### config.mk
export PLATFORM = sky130hd
export DESIGN_NAME = kms_scanner
export DESIGN_NICKNAME = d
export VERILOG_FILES = /design/src/verilog/kms_scanner.v /design/src/verilog/kms_sync2.v
export VERILOG_INCLUDE_DIRS = /design/src /design/src/verilog
export SDC_FILE = /design/constraint.sdc
export NUM_CORES = 1
export LEC_CHECK = 0
export BUFFER_PORTS_ARGS = -buffer_cell sky130_fd_sc_hd__buf_4
export CAP_MARGIN = 20
export CORE_ASPECT_RATIO = 1.75
export CORE_UTILIZATION = 35
export CTS_BUF_LIST = sky130_fd_sc_hd__clkbuf_4
export CTS_CLUSTER_DIAMETER = 40
export DETAILED_ROUTE_END_ITERATION = 8
export PLACE_DENSITY_LB_ADDON = 0.12
export SLEW_MARGIN = 20
export SYNTH_ARGS = -nofsm -noshare
export SYNTH_HDL_FRONTEND = slang
export SYNTH_HIERARCHICAL = 1
export SYNTH_SLANG_ARGS = --single-unit
### constraint.sdc
create_clock -name clk_i -period 3.7 [get_ports clk_i]
set_input_delay 0.185 -clock clk_i [delete_from_list [all_inputs] [get_ports clk_i]]
set_output_delay 0.185 -clock clk_i [all_outputs]
set_load 0.005 [all_outputs]
### src/verilog/kms_defines.vh
// constants of the key-matrix scanner with serial key readout
`ifndef KMS_DEFINES_VH
`define KMS_DEFINES_VH

// ----------------------------------------
// register map (byte addresses, 32-bit words)
// ----------------------------------------
`define KMS_ADDR_CTRL 8'h00
`define KMS_ADDR_STATUS 8'h04
`define KMS_ADDR_KEYS 8'h08

// ----------------------------------------
// field positions and reset values
// ----------------------------------------
`define KMS_CTRL_CFG_LSB 0
`define KMS_CTRL_SLEEP_BIT 8
`define KMS_CFG_RESET 6'h00
`define KMS_STAT_REQ_BIT 0
`define KMS_STAT_SCAN_BIT 1
`define KMS_STAT_SLEEP_BIT 2
`define KMS_STAT_EN_BIT 3
`define KMS_STAT_PIN_BIT 4

// ----------------------------------------
// serial link and timing (oscillator periods)
// ----------------------------------------
`define KMS_READ_ADDR 8'h43
`define KMS_READ_BITS 31
`define KMS_SLOT_T 384
`define KMS_SCAN_T 2304
`define KMS_REQ_T 4800
`define KMS_OSC_DIV 4

`endif

### src/verilog/kms_scanner.v
// key-matrix scanner with debounce, open-drain request and serial key readout
`timescale 1ns/1ps
`include "kms_defines.vh"
module kms_scanner #(
	parameter OSC_DIV = `KMS_OSC_DIV,
	parameter SLOT_T = `KMS_SLOT_T,
	parameter SCAN_T = `KMS_SCAN_T,
	parameter REQ_T = `KMS_REQ_T
) (
	// clock and reset
	input wire clk_i,
	input wire rst_i,
	// wishbone slave
	input wire wb_cyc_i,
	input wire wb_stb_i,
	input wire wb_we_i,
	input wire [7:0] wb_adr_i,
	input wire [3:0] wb_sel_i,
	input wire [31:0] wb_dat_i,
	output reg [31:0] wb_dat_o,
	output reg wb_ack_o,
	// key matrix
	output reg [5:0] scan_drive_o,
	input wire [4:0] return_sense_i,
	// serial link
	input wire shift_pulse_pin_i,
	input wire chip_select_pin_i,
	input wire serial_in_pin_i,
	// open-drain data out / read request line
	input wire read_request_out_i,
	output wire read_request_out_o,
	output wire read_request_out_oe_o,
	// oscillator activity
	output wire rc_osc_run_o
);

	// ----------------------------------------
	// pin synchronisation
	// ----------------------------------------
	wire [8:0] pins_sync;
	kms_sync2 #(
		.WIDTH(9)
	) u_sync (
		.clk_i(clk_i),
		.rst_i(rst_i),
		.async_i({read_request_out_i, serial_in_pin_i, chip_select_pin_i, shift_pulse_pin_i, return_sense_i}),
		.sync_o(pins_sync)
	);
	wire [4:0] ret_s = pins_sync[4:0];
	wire cl_s = pins_sync[5];
	wire ce_s = pins_sync[6];
	wire di_s = pins_sync[7];
	wire line_s = pins_sync[8];

	// ----------------------------------------
	// state and storage
	// ----------------------------------------
	localparam ST_IDLE = 5'b00001;
	localparam ST_SCAN1 = 5'b00010;
	localparam ST_SCAN2 = 5'b00100;
	localparam ST_WAIT = 5'b01000;
	localparam ST_REQ = 5'b10000;

	reg [4:0] state_reg;
	reg [5:0] cfg_reg;
	reg sleep_reg;
	reg scan_en_reg;
	reg [29:0] key_reg;
	reg sleep_flag_reg;
	reg [29:0] first_reg;
	reg [29:0] cur_reg;
	reg [12:0] tcnt_reg;
	reg [8:0] pos_reg;
	reg [2:0] slot_reg;
	reg [7:0] div_reg;
	reg tick_reg;
	reg cl_d_reg;
	reg ce_d_reg;
	reg [7:0] addr_sr_reg;
	reg xfer_reg;
	reg rise_seen_reg;
	reg [4:0] bit_idx_reg;
	reg [5:0] rise_cnt_reg;

	// a key press is visible in standby whenever a high line shorts to a return
	wire key_now = (|ret_s) & scan_en_reg & (|cfg_reg);
	wire scanning = state_reg[1] | state_reg[2] | state_reg[3];
	wire read_done = ce_d_reg & ~ce_s & xfer_reg & (rise_cnt_reg >= `KMS_READ_BITS);

	// ----------------------------------------
	// wishbone slave
	// ----------------------------------------
	wire wb_req = wb_cyc_i & wb_stb_i & ~wb_ack_o;
	wire wr_ctrl = wb_req & wb_we_i & (wb_adr_i == `KMS_ADDR_CTRL);

	// one wait state; unmapped reads answer zero, unmapped writes are dropped
	always @(posedge clk_i) begin
		if (rst_i) begin
			wb_ack_o <= 1'b0;
			wb_dat_o <= 32'h0000_0000;
		end else begin
			wb_ack_o <= wb_req;
			if (wb_req & ~wb_we_i) begin
				case (wb_adr_i)
					`KMS_ADDR_CTRL: wb_dat_o <= {23'h00_0000, sleep_reg, 2'b00, cfg_reg};
					`KMS_ADDR_STATUS: wb_dat_o <= {27'h000_0000, line_s, scan_en_reg, sleep_flag_reg,
						scanning, state_reg[4]};
					`KMS_ADDR_KEYS: wb_dat_o <= {2'b00, key_reg};
					default: wb_dat_o <= 32'h0000_0000;
				endcase
			end
		end
	end

	// control register; a write lands whatever the request line shows
	always @(posedge clk_i) begin
		if (rst_i) begin
			cfg_reg <= `KMS_CFG_RESET;
			sleep_reg <= 1'b0;
			scan_en_reg <= 1'b0;
		end else if (wr_ctrl) begin
			if (wb_sel_i[0]) begin
				cfg_reg <= wb_dat_i[5:0];
				scan_en_reg <= 1'b1;
			end
			// only this write changes the mode; reading keys in sleep leaves it set
			if (wb_sel_i[1])
				sleep_reg <= wb_dat_i[`KMS_CTRL_SLEEP_BIT];
		end
	end

	// ----------------------------------------
	// oscillator period enable
	// ----------------------------------------
	// in sleep the oscillator stops until a key press or pending work needs it
	// a held key keeps it running while a request waits, so debounce timing never stalls
	assign rc_osc_run_o = ~sleep_reg | scanning | key_now;

	// the divider restarts from zero each time the oscillator starts, so the first period is whole
	always @(posedge clk_i) begin
		if (rst_i) begin
			div_reg <= 8'h00;
			tick_reg <= 1'b0;
		end else if (rc_osc_run_o) begin
			tick_reg <= (div_reg == OSC_DIV - 1);
			div_reg <= (div_reg == OSC_DIV - 1) ? 8'h00 : div_reg + 8'h01;
		end else begin
			div_reg <= 8'h00;
			tick_reg <= 1'b0;
		end
	end

	// ----------------------------------------
	// scan sequencer
	// ----------------------------------------
	integer s;
	integer i;
	reg [29:0] cur_next;

	// a scan ends on the period count, which ties the slot width to the full scan length
	wire scan_last = (tcnt_reg == SCAN_T - 1) || (tcnt_reg == 2 * SCAN_T - 1);

	// sample the returns at the last period of each drive slot, high lines only
	always @* begin
		cur_next = cur_reg;
		for (s = 0; s < 6; s = s + 1) begin
			for (i = 0; i < 5; i = i + 1) begin
				if (slot_reg == s)
					cur_next[s * 5 + i] = cfg_reg[s] & ret_s[i];
			end
		end
	end

	always @(posedge clk_i) begin
		if (rst_i) begin
			state_reg <= ST_IDLE;
			key_reg <= 30'h0000_0000;
			sleep_flag_reg <= 1'b0;
			first_reg <= 30'h0000_0000;
			cur_reg <= 30'h0000_0000;
			tcnt_reg <= 13'h0000;
			pos_reg <= 9'h000;
			slot_reg <= 3'h0;
		end else begin
			case (state_reg)
				// counters start from zero so every scan has the same length
				ST_IDLE: begin
					tcnt_reg <= 13'h0000;
					pos_reg <= 9'h000;
					slot_reg <= 3'h0;
					if (key_now)
						state_reg <= ST_SCAN1;
				end
				ST_SCAN1, ST_SCAN2: begin
					if (tick_reg) begin
						tcnt_reg <= tcnt_reg + 13'h0001;
						if (pos_reg == SLOT_T - 1) begin
							cur_reg <= cur_next;
							pos_reg <= 9'h000;
							if (scan_last) begin
								slot_reg <= 3'h0;
								if (state_reg == ST_SCAN1) begin
									first_reg <= cur_next;
									state_reg <= ST_SCAN2;
								end else
									state_reg <= ST_WAIT;
							end else
								slot_reg <= slot_reg + 3'h1;
						end else
							pos_reg <= pos_reg + 9'h001;
					end
				end
				// the request interval runs from the start of the first scan
				ST_WAIT: begin
					if (tick_reg) begin
						tcnt_reg <= tcnt_reg + 13'h0001;
						if (tcnt_reg == REQ_T - 1) begin
							tcnt_reg <= 13'h0000;
							// an empty or changed word never raises the request
							if ((first_reg == cur_reg) && (|cur_reg)) begin
								key_reg <= cur_reg;
								sleep_flag_reg <= sleep_reg;
								state_reg <= ST_REQ;
							end else if (key_now)
								state_reg <= ST_SCAN1;
							else
								state_reg <= ST_IDLE;
						end
					end
				end
				ST_REQ: begin
					// a finished read releases the line and looks again
					if (read_done)
						state_reg <= ST_SCAN1;
				end
				default: state_reg <= ST_IDLE;
			endcase
		end
	end

	// drive lines: standby levels, or a single moving pulse on high lines
	// low lines never pulse, so keys behind them can never read as pressed
	always @(posedge clk_i) begin
		if (rst_i)
			scan_drive_o <= 6'h00;
		else if (state_reg[1] | state_reg[2])
			scan_drive_o <= cfg_reg & (6'h01 << slot_reg);
		else
			scan_drive_o <= cfg_reg;
	end

	// ----------------------------------------
	// serial readout
	// ----------------------------------------
	// address arrives lsb first on rising shift edges with chip select low
	always @(posedge clk_i) begin
		if (rst_i) begin
			cl_d_reg <= 1'b0;
			ce_d_reg <= 1'b0;
			addr_sr_reg <= 8'h00;
			xfer_reg <= 1'b0;
			rise_seen_reg <= 1'b0;
			bit_idx_reg <= 5'h00;
			rise_cnt_reg <= 6'h00;
		end else begin
			cl_d_reg <= cl_s;
			ce_d_reg <= ce_s;
			if (~ce_s & cl_s & ~cl_d_reg)
				addr_sr_reg <= {di_s, addr_sr_reg[7:1]};
			// chip select rising closes the address phase and opens the data phase
			if (ce_s & ~ce_d_reg) begin
				xfer_reg <= (addr_sr_reg == `KMS_READ_ADDR);
				rise_seen_reg <= 1'b0;
				bit_idx_reg <= 5'h00;
				rise_cnt_reg <= 6'h00;
			end else if (~ce_s) begin
				xfer_reg <= 1'b0;
			end else if (xfer_reg) begin
				// advance on a falling edge only after a rising one, so either idle level works
				if (cl_s & ~cl_d_reg) begin
					rise_seen_reg <= 1'b1;
					if (rise_cnt_reg != 6'h3f)
						rise_cnt_reg <= rise_cnt_reg + 6'h01;
				end
				if (~cl_s & cl_d_reg & rise_seen_reg & (bit_idx_reg != 5'h1f))
					bit_idx_reg <= bit_idx_reg + 5'h01;
			end
		end
	end

	// bits past the sleep flag read as released
	wire out_bit = (bit_idx_reg < 5'h1e) ? key_reg[bit_idx_reg] :
		((bit_idx_reg == 5'h1e) ? sleep_flag_reg : 1'b1);

	// request pull: a verified key word waits to be read
	wire req_pull = state_reg[4];
	// data pull: a zero bit of an open key read; any other address leaves the line released
	wire data_pull = xfer_reg & ~out_bit;

	// open drain: only ever pulls low; chip select high hides the pending request
	assign read_request_out_o = 1'b0;
	assign read_request_out_oe_o = ce_s ? data_pull : req_pull;

endmodule

### src/verilog/kms_sync2.v
// two-flop synchroniser for a group of pin inputs
`timescale 1ns/1ps
module kms_sync2 #(
	parameter WIDTH = 1
) (
	// clock and reset
	input wire clk_i,
	input wire rst_i,
	// asynchronous in, synchronised out
	input wire [WIDTH-1:0] async_i,
	output wire [WIDTH-1:0] sync_o
);

	reg [WIDTH-1:0] meta_reg;
	reg [WIDTH-1:0] sync_reg;

	// first stage feeds only the second stage
	always @(posedge clk_i) begin
		if (rst_i) begin
			meta_reg <= {WIDTH{1'b0}};
			sync_reg <= {WIDTH{1'b0}};
		end else begin
			meta_reg <= async_i;
			sync_reg <= meta_reg;
		end
	end

	assign sync_o = sync_reg;

endmodule
==> metrics.yaml, run 1 <==
place:
  placed_area_sq_mm: 0.0102
  gp_congestion: 0.812
  hpwl_um: 18300
  portBuffers: 69
  dp.cells: 1408
finish:
  syn_to_final_growth_pct: 17.6
  nFillCells: 2741
  drive_gt1_frac: 0.140
  nets: 1242
  regArea_sq_mm: 0.00432
  fin_cells: 1529
  multi_input_area_sq_mm: 0.00479
  fin_area_sq_mm: 0.0111
timing:
  finalClockSkew_ns: 0.0468
  final_max_slew_viol_count: 0
  fin_crit_sh: 0.847
  period_minus_slack_ns: 3.13
  fin_tns_setup_ns: 0
  hold_viol: 0
  slew_headroom: 0.303
  setup_viol: 0
  fmax_mhz: 319
  holdWs_ns: 0.0533
  worst-slew-pin-transition_ns: 1.04
  rsz0062_at_grt: "no"
worst_setup_path:
  reg2reg_depth: 7
  arrival_ns: 2.95
  path_cells: "mux4_2 -> mux2i_1 -> o221ai_1 -> o21a_1 -> o221ai_1 -> buf_4"
  worstPathMaxFanout: 12
  end_kind: "primary output"
  crit_path_top_delay_cell: "dfxtp_1"
  cp_common_cell: "o221ai_1"
  startpoint_type: "flip-flop"
  required_ns: 3.51
  crit_path_max_incr_delay_ns: 0.73
  critPathKind: "reg2out"
global_routing:
  grt_pass1_vias: 7682
  grt_pass1_wl_um: 42000
  grt_usage: 0.195
  antenna_found_initial: 1
  grt_max_degree: 72
  grt_overflow_total: 0
floorplan:
  rows: 79
  design.core.area_sq_mm: 0.0266
  initial_utilization: 0.356
  pin_count: 100
  die_x_um: 126
  fp.dieH_um: 220
  die_area_sq_mm: 0.0278
routing:
  detail_route.wl_per_cell_um: 17.3
  firstDrtPassIters: 5
  vias: 7930
  ant_nets: 0
  drc: 0
  drt-total-wl_um: 26400
  viasPerCell: 5.19
  drt_iter0_markers: 420
synth:
  syn-instance-count: 1070
  synth_ff_type: "dfxtp_1"
  synth-edff-count: 0
  ys_seq_elements: 216
  ys_seq_area_frac: 0.456
  synthArstFlopShare: 0
  yosysWarnings: 6
  synth.avg_cell_area_sq_um: 8.86
  synth.distinct_cells: 60
  synth.cell_area_sq_mm: 0.00948
power_and_ir_drop:
  vdd_drop_max_uv: 245
  pwr-share-comb: 0.099
  p_leak_uw: 0.00440
  p_seq_frac: 0.500
  p_switching_uw: 1330
  switching_share: 0.274
  p_int_uw: 3520
  finalPower_uw: 4850
  p_clk_frac: 0.401
  powerDensity_mw_per_mm2: 435
clocking:
  clock-sinks: 216
  tritoncts: "built"
  cts_resized: 0
  clk_latency_ns: 0.73
  ctsLongestPathBuffers: 3
  numCtsBuffers: 54
  htree_num_levels: 2
  clock_tree.root_cell: "clkbuf_4"
  clk_pin_slew_ns: 0.07
min_path:
  whs_path_depth: 6
  hp-class: "in2reg"
run:
  maxCapViolations: 0
run_status:
  status: "completed"
[synthesized netlist by cell type (6+ instances only)]
library cell,n,area (sq um)
inv_1,17,63.8
clkbuf_1,50,188
dfxtp_1,216,4320
nor2_1,178,668
and2b_1,7,52.6
a21oi_1,46,230
nand3_1,28,140
nand2_1,100,375
nor2b_1,18,113
ha_1,12,150
xor2_1,58,508
or3_1,6,37.5
a22oi_1,30,225
nand4_1,22,138
nor4_1,17,106
buf_2,7,35.0
o21ai_0,38,190
a211oi_1,24,180
and3_1,28,175
buf_4,6,45.0
mux2i_1,81,811
[critical path, delay by kind of cell, from the launching register on]
kind / cells / cell delay (ns)
flip-flops: 1 / 0.73
buffers and inverters: 1 / 0.16
multiplexers: 2 / 0.75
AO/OA/AOI/OAI: 3 / 0.57
[cells in the final DEF (no fill, tap or decap), drive strengths merged, types with 6 or more instances in the layout]
| cell | Yosys | routed |
|---|---|---|
| a211oi | 24 | 24 |
| a21oi | 46 | 46 |
| a22oi | 30 | 30 |
| and2b | 7 | 7 |
| and3 | 28 | 28 |
| buf | 18 | 80 |
| clkbuf | 50 | 74 |
| clkinv | 0 | 11 |
| dfxtp | 216 | 216 |
| dlygate4sd3 | 0 | 32 |
| ha | 12 | 12 |
| inv | 17 | 19 |
| mux2i | 81 | 81 |
| nand2 | 100 | 100 |
| nand3 | 28 | 28 |
| nand4 | 22 | 22 |
| nor2 | 179 | 179 |
| nor2b | 18 | 18 |
| nor4 | 18 | 18 |
| o21ai | 39 | 39 |
| or3 | 6 | 6 |
| xor2 | 58 | 58 |
[what timing repair did]
action,4_1_cts,5_1_grt
buffers inserted,0,0
endpoints found under the hold margin,50,0
hold buffers,32,0
[cells by family after synthesis]
| logic type | Yosys count | synth area share |
|---|---|---|
| multiplexers | 86 | 0.0974 |
| AO/OA/AOI/OAI | 166 | 0.112 |
| XOR/XNOR | 63 | 0.0582 |
| AND/OR/NAND/NOR | 441 | 0.221 |
| adder cells (fa/ha/maj) | 12 | 0.0158 |
| other | 1 | 0.000396 |
| flip-flops | 216 | 0.456 |
| buffers and inverters | 85 | 0.0393 |
[power by group through the flow]
stage	Sequential, uW	Clock (uW)	Combinational [uW]
final	2430	1950	478
after global routing	2430	2130	534
after CTS	2430	2040	483
after detailed placement	2480	0	454
after global placement	2480	0	454
after floorplan	2430	0	349
[layer usage]
metal,wire [um],track usage,part of all wire,vias to the layer above
met4,1010,0.0992,0.038,0
met2,13600,0.355,0.51,184
li1,-,-,-,3944
met5,0,0,0,-
met3,1090,0.0337,0.041,64
met1,10800,0.216,0.41,3738
[stage by stage]
| stage | setup slack [ns] | util |
|---|---|---|
| 2_1_floorplan | 1.68 | - |
| 3_3_place_gp | 1.07 | 0.383 |
| 3_5_place_dp | 1.05 | 0.383 |
| 4_1_cts | 0.465 | 0.419 |
| 5_1_grt | 0.396 | 0.419 |
| 6_report | 0.565 | 0.419 |
[area by class of cell]
| cell class | count | area share |
|---|---|---|
| Inverter | 17 | 0.00572 |
| Clock inverter | 14 | 0.00718 |
| Timing Repair Buffer | 112 | 0.0826 |
| Multi-Input combinational cell | 771 | 0.430 |
| Antenna cell | 1 | 0.000224 |
| Sequential cell | 216 | 0.388 |
| Clock buffer | 74 | 0.0498 |
| Tap cell | 324 | 0.0364 |
[final timing paths]
check / from / to / slack (ns)
worst max-delay path: bit_idx_reg[0] / read_request_out_oe_o / 0.57
worst max register to register: cur_reg[28] / key_reg[19] / 1.03
worst min-delay path: wb_adr_i[4] / wb_dat_o[5] / 0.05
worst min register to register: u_sync/meta_reg[5] / u_sync/sync_o[5] / 0.43
Power figures use the tool's default switching activity.
==> inputs of run 2 (changes only) <==
--- a/config.mk
+++ b/config.mk
@@ -6,6 +6,7 @@
 export SDC_FILE = /design/constraint.sdc
 export NUM_CORES = 1
 export LEC_CHECK = 0
+export ABC_AREA = 1
 export BUFFER_PORTS_ARGS = -buffer_cell sky130_fd_sc_hd__buf_4
 export CAP_MARGIN = 20
 export CORE_ASPECT_RATIO = 1.75
==> constraint.sdc (replaced) <==
create_clock -name clk_i -period 2.5 [get_ports clk_i]
set_input_delay 0.125 -clock clk_i [delete_from_list [all_inputs] [get_ports clk_i]]
set_output_delay 0.125 -clock clk_i [all_outputs]
set_load 0.005 [all_outputs]
==> metrics.yaml, run 2 <==
synth:
  synth-simple-area-share: 0.260
  ys_seq_area_frac: 0.443
  synth-edff-count: 0
  syn-instance-count: 1372
  yosysTopAreaCell: "dfxtp_1"
  yosysMostFrequentCell: "nand2_1"
  yosys.area_share.adder: 0.0154
  synth_compound_area_frac: 0.165
  synth.cell_area_sq_mm: 0.00975
  synth_ff_type: "dfxtp_1"
  synth.distinct_cells: 52
  synth.top_cells.by_count: "nand2_1 (280), dfxtp_1 (216), nor2_1 (209), inv_1 (170), a21oi_1 (126)"
  synth_top_area_frac: 0.443
  synth_top_family_by_area: "simple AND/OR/NAND/NOR gates"
  ys_seq_elements: 216
  synth.avg_cell_area_sq_um: 7.11
  yosysWarnings: 6
  synth_xor_area_frac: 0.0171
  synth_area_leaders: "dfxtp_1 (44%), nand2_1 (11%), nor2_1 (8.0%)"
  synthArstFlopShare: 0
  synthMuxAreaShare: 0
clocking:
  clock-sinks: 216
  tritoncts: "built"
  clk_latency_ns: 0.70
  numCtsBuffers: 53
  clk_pin_slew_ns: 0.06
  ctsLongestPathBuffers: 3
  htree_num_levels: 2
  clock_tree.root_cell: "clkbuf_4"
global_routing:
  grt_usage: 0.204
  grt_overflow_total: 0
  grt_max_degree: 76
  grt_pass1_vias: 8801
  antenna_found_initial: 1
  grt_pass1_wl_um: 45000
timing:
  setup_viol: 0
  rsz0062_at_grt: "no"
  fin_crit_sh: 0.977
  hold_viol: 0
  fmax_mhz: 409
  fin_tns_setup_ns: 0
  slew_headroom: 0.408
  worst-slew-pin-transition_ns: 0.886
  period_minus_slack_ns: 2.44
  timing.final.ws_setup_ns: 0.0563
  final_max_slew_viol_count: 0
  finalClockSkew_ns: 0.0179
routing:
  wl_met3_um: 932
  route.met2.wl_um: 15100
  viasPerCell: 4.74
  vias: 9014
  detail_route.wl_per_cell_um: 14.7
  drc: 0
  drt_iter0_markers: 420
  drt-total-wl_um: 28000
  top_layer: "met4"
  wl_met1_um: 10600
  firstDrtPassIters: 4
  ant_nets: 0
worst_setup_path:
  end_kind: "flip-flop"
  startpoint_type: "input pin"
  cp_top_family: "buffers and inverters"
  required_ns: 3.08
  r2r_start: "cur_reg[28]"
  worstPathMaxFanout: 13
  arrival_ns: 3.03
  cp_common_cell: "dlygate4sd3_1"
  rr_endpoint: "key_reg[25]"
  critPathKind: "in2reg"
  crit_path_max_incr_delay_ns: 0.58
  critPathLaunch: "wb_stb_i"
  crit_buf_inv: 6
  crit_path_top_delay_cell: "dlygate4sd3_1"
  r2r_slack_ns: 0.32
  path_cells: "dlygate4sd3_1 -> buf_4 -> nand2_1 -> dlygate4sd3_1 -> nor2_2 -> nand4_1 -> buf_4 -> nor2_1 -> dlygate4sd3_1 -> a211oi_1 -> dlygate4sd3_1"
  reg2reg_depth: 12
min_path:
  hp-class: "in2reg"
  whs_endpoint: "wb_dat_o[3]"
  whs_path_depth: 7
  min_from: "wb_adr_i[2]"
place:
  gp_congestion: 0.848
  detailedPlace.worstSlack_ns: 0.286
  portBuffers: 69
  hpwl_um: 20100
run_status:
  status: "completed"
floorplan:
  initial_utilization: 0.357
  design.core.area_sq_mm: 0.0273
  die_area_sq_mm: 0.0286
  rows: 80
  fp.dieH_um: 223
  die_x_um: 128
  pin_count: 100
finish:
  syn_to_final_growth_pct: 19.9
  mostFrequentLayoutCells: "nand2_1 (280), dfxtp_1 (214), nor2_1 (208), inv_1 (167), a21oi_1 (126)"
  final_common_cell: "nand2_1"
  drive_gt1_frac: 0.138
  nets: 1582
  final_util: 0.428
power_and_ir_drop:
  vdd_drop_max_uv: 351
  p_leak_uw: 0.00498
  powerDensity_mw_per_mm2: 615
run:
  maxCapViolations: 0
## run 2: cell count changes in the layout (fill, tap and decap cells not counted), sizes merged, moves of 33 or more
| cell | before | now |
|---|---|---|
| a21oi | 46 | 126 |
| inv | 19 | 176 |
| mux2i | 81 | 0 |
| nand2 | 100 | 287 |
| nor2 | 179 | 218 |
| o21ai | 39 | 106 |
| o22ai | 2 | 35 |
| xor2 | 58 | 8 |
## run 2: worst min-delay path, stage by stage
cell,delay (ns)
buf_4,0.11
nand3_1,0.13
nor2_1,0.09
nand2_1,0.07
o221ai_1,0.10
nand2_1,0.12
a21oi_1,0.07
## run 2: through the flow
stage | hold WS (ns) | power, uW | cell area (sq um) | std cells
floorplan | 0.232 | 4230 | 9760 | 1374
global placement | 0.326 | 4460 | 10700 | 1783
detailed placement | 0.334 | 4460 | 10700 | 1783
CTS | 0.0765 | 7330 | 11700 | 1902
global route | 0.166 | 7590 | 11700 | 1903
finish | 0.160 | 7200 | 11700 | 1903
## run 2: layout make-up
cell class                      instances  area (sq um)
Antenna cell                            1          2.50
Clock buffer                           72           541
Clock inverter                          4          41.3
Fill cell                            2866         15600
Inverter                              179           684
Multi-Input combinational cell        928          4490
Sequential cell                       216          4330
Tap cell                              369           462
Timing Repair Buffer                  134          1140
## run 2: logic make-up (layout without fill, tap and decap cells)
family,Yosys count,in the layout
other,1,4
DFF,216,216
adders and majority gates,12,12
xor gates and xnor gates,19,19
and+or+nand+nor,599,599
buffers and inverters,230,389
AOI/OAI and AO/OA,295,295
## run 2: worst max path at each step
stage                            endpoint  depth (start not counted)  slack [ns]
global route        read_request_out_oe_o                         11      0.0009
floorplan                     key_reg[10]                         11        0.82
finish                         cfg_reg[4]                         11        0.06
global placement              key_reg[25]                         12        0.32
detailed placement            key_reg[25]                         12        0.29
CTS                 read_request_out_oe_o                         10       0.002
## run 2: repair_timing
action	in CTS	in global routing
endpoints found under the hold margin	50	0
cloned	0	0
hold buffers	41	0
resized for setup	8	9
pin swaps	0	0
setup buffers	2	0
endpoints found under the setup margin	1	9
## run 2: power by group
group | total (uW) | switching (uW) | leakage [uW] | internal (uW)
clock | 2780 | 1380 | 0.000350 | 1400
combinational | 876 | 597 | 0.00288 | 279
sequential | 3540 | 44.7 | 0.00175 | 3500
total | 7200 | 2030 | 0.00498 | 5170
## run 2: routing by layer
metal / vias up / global-route usage
met3: 74 / 0.0340
met2: 179 / 0.381
met4: 0 / 0.115
met5: - / 0
li1: 4714 / -
met1: 4047 / 0.210
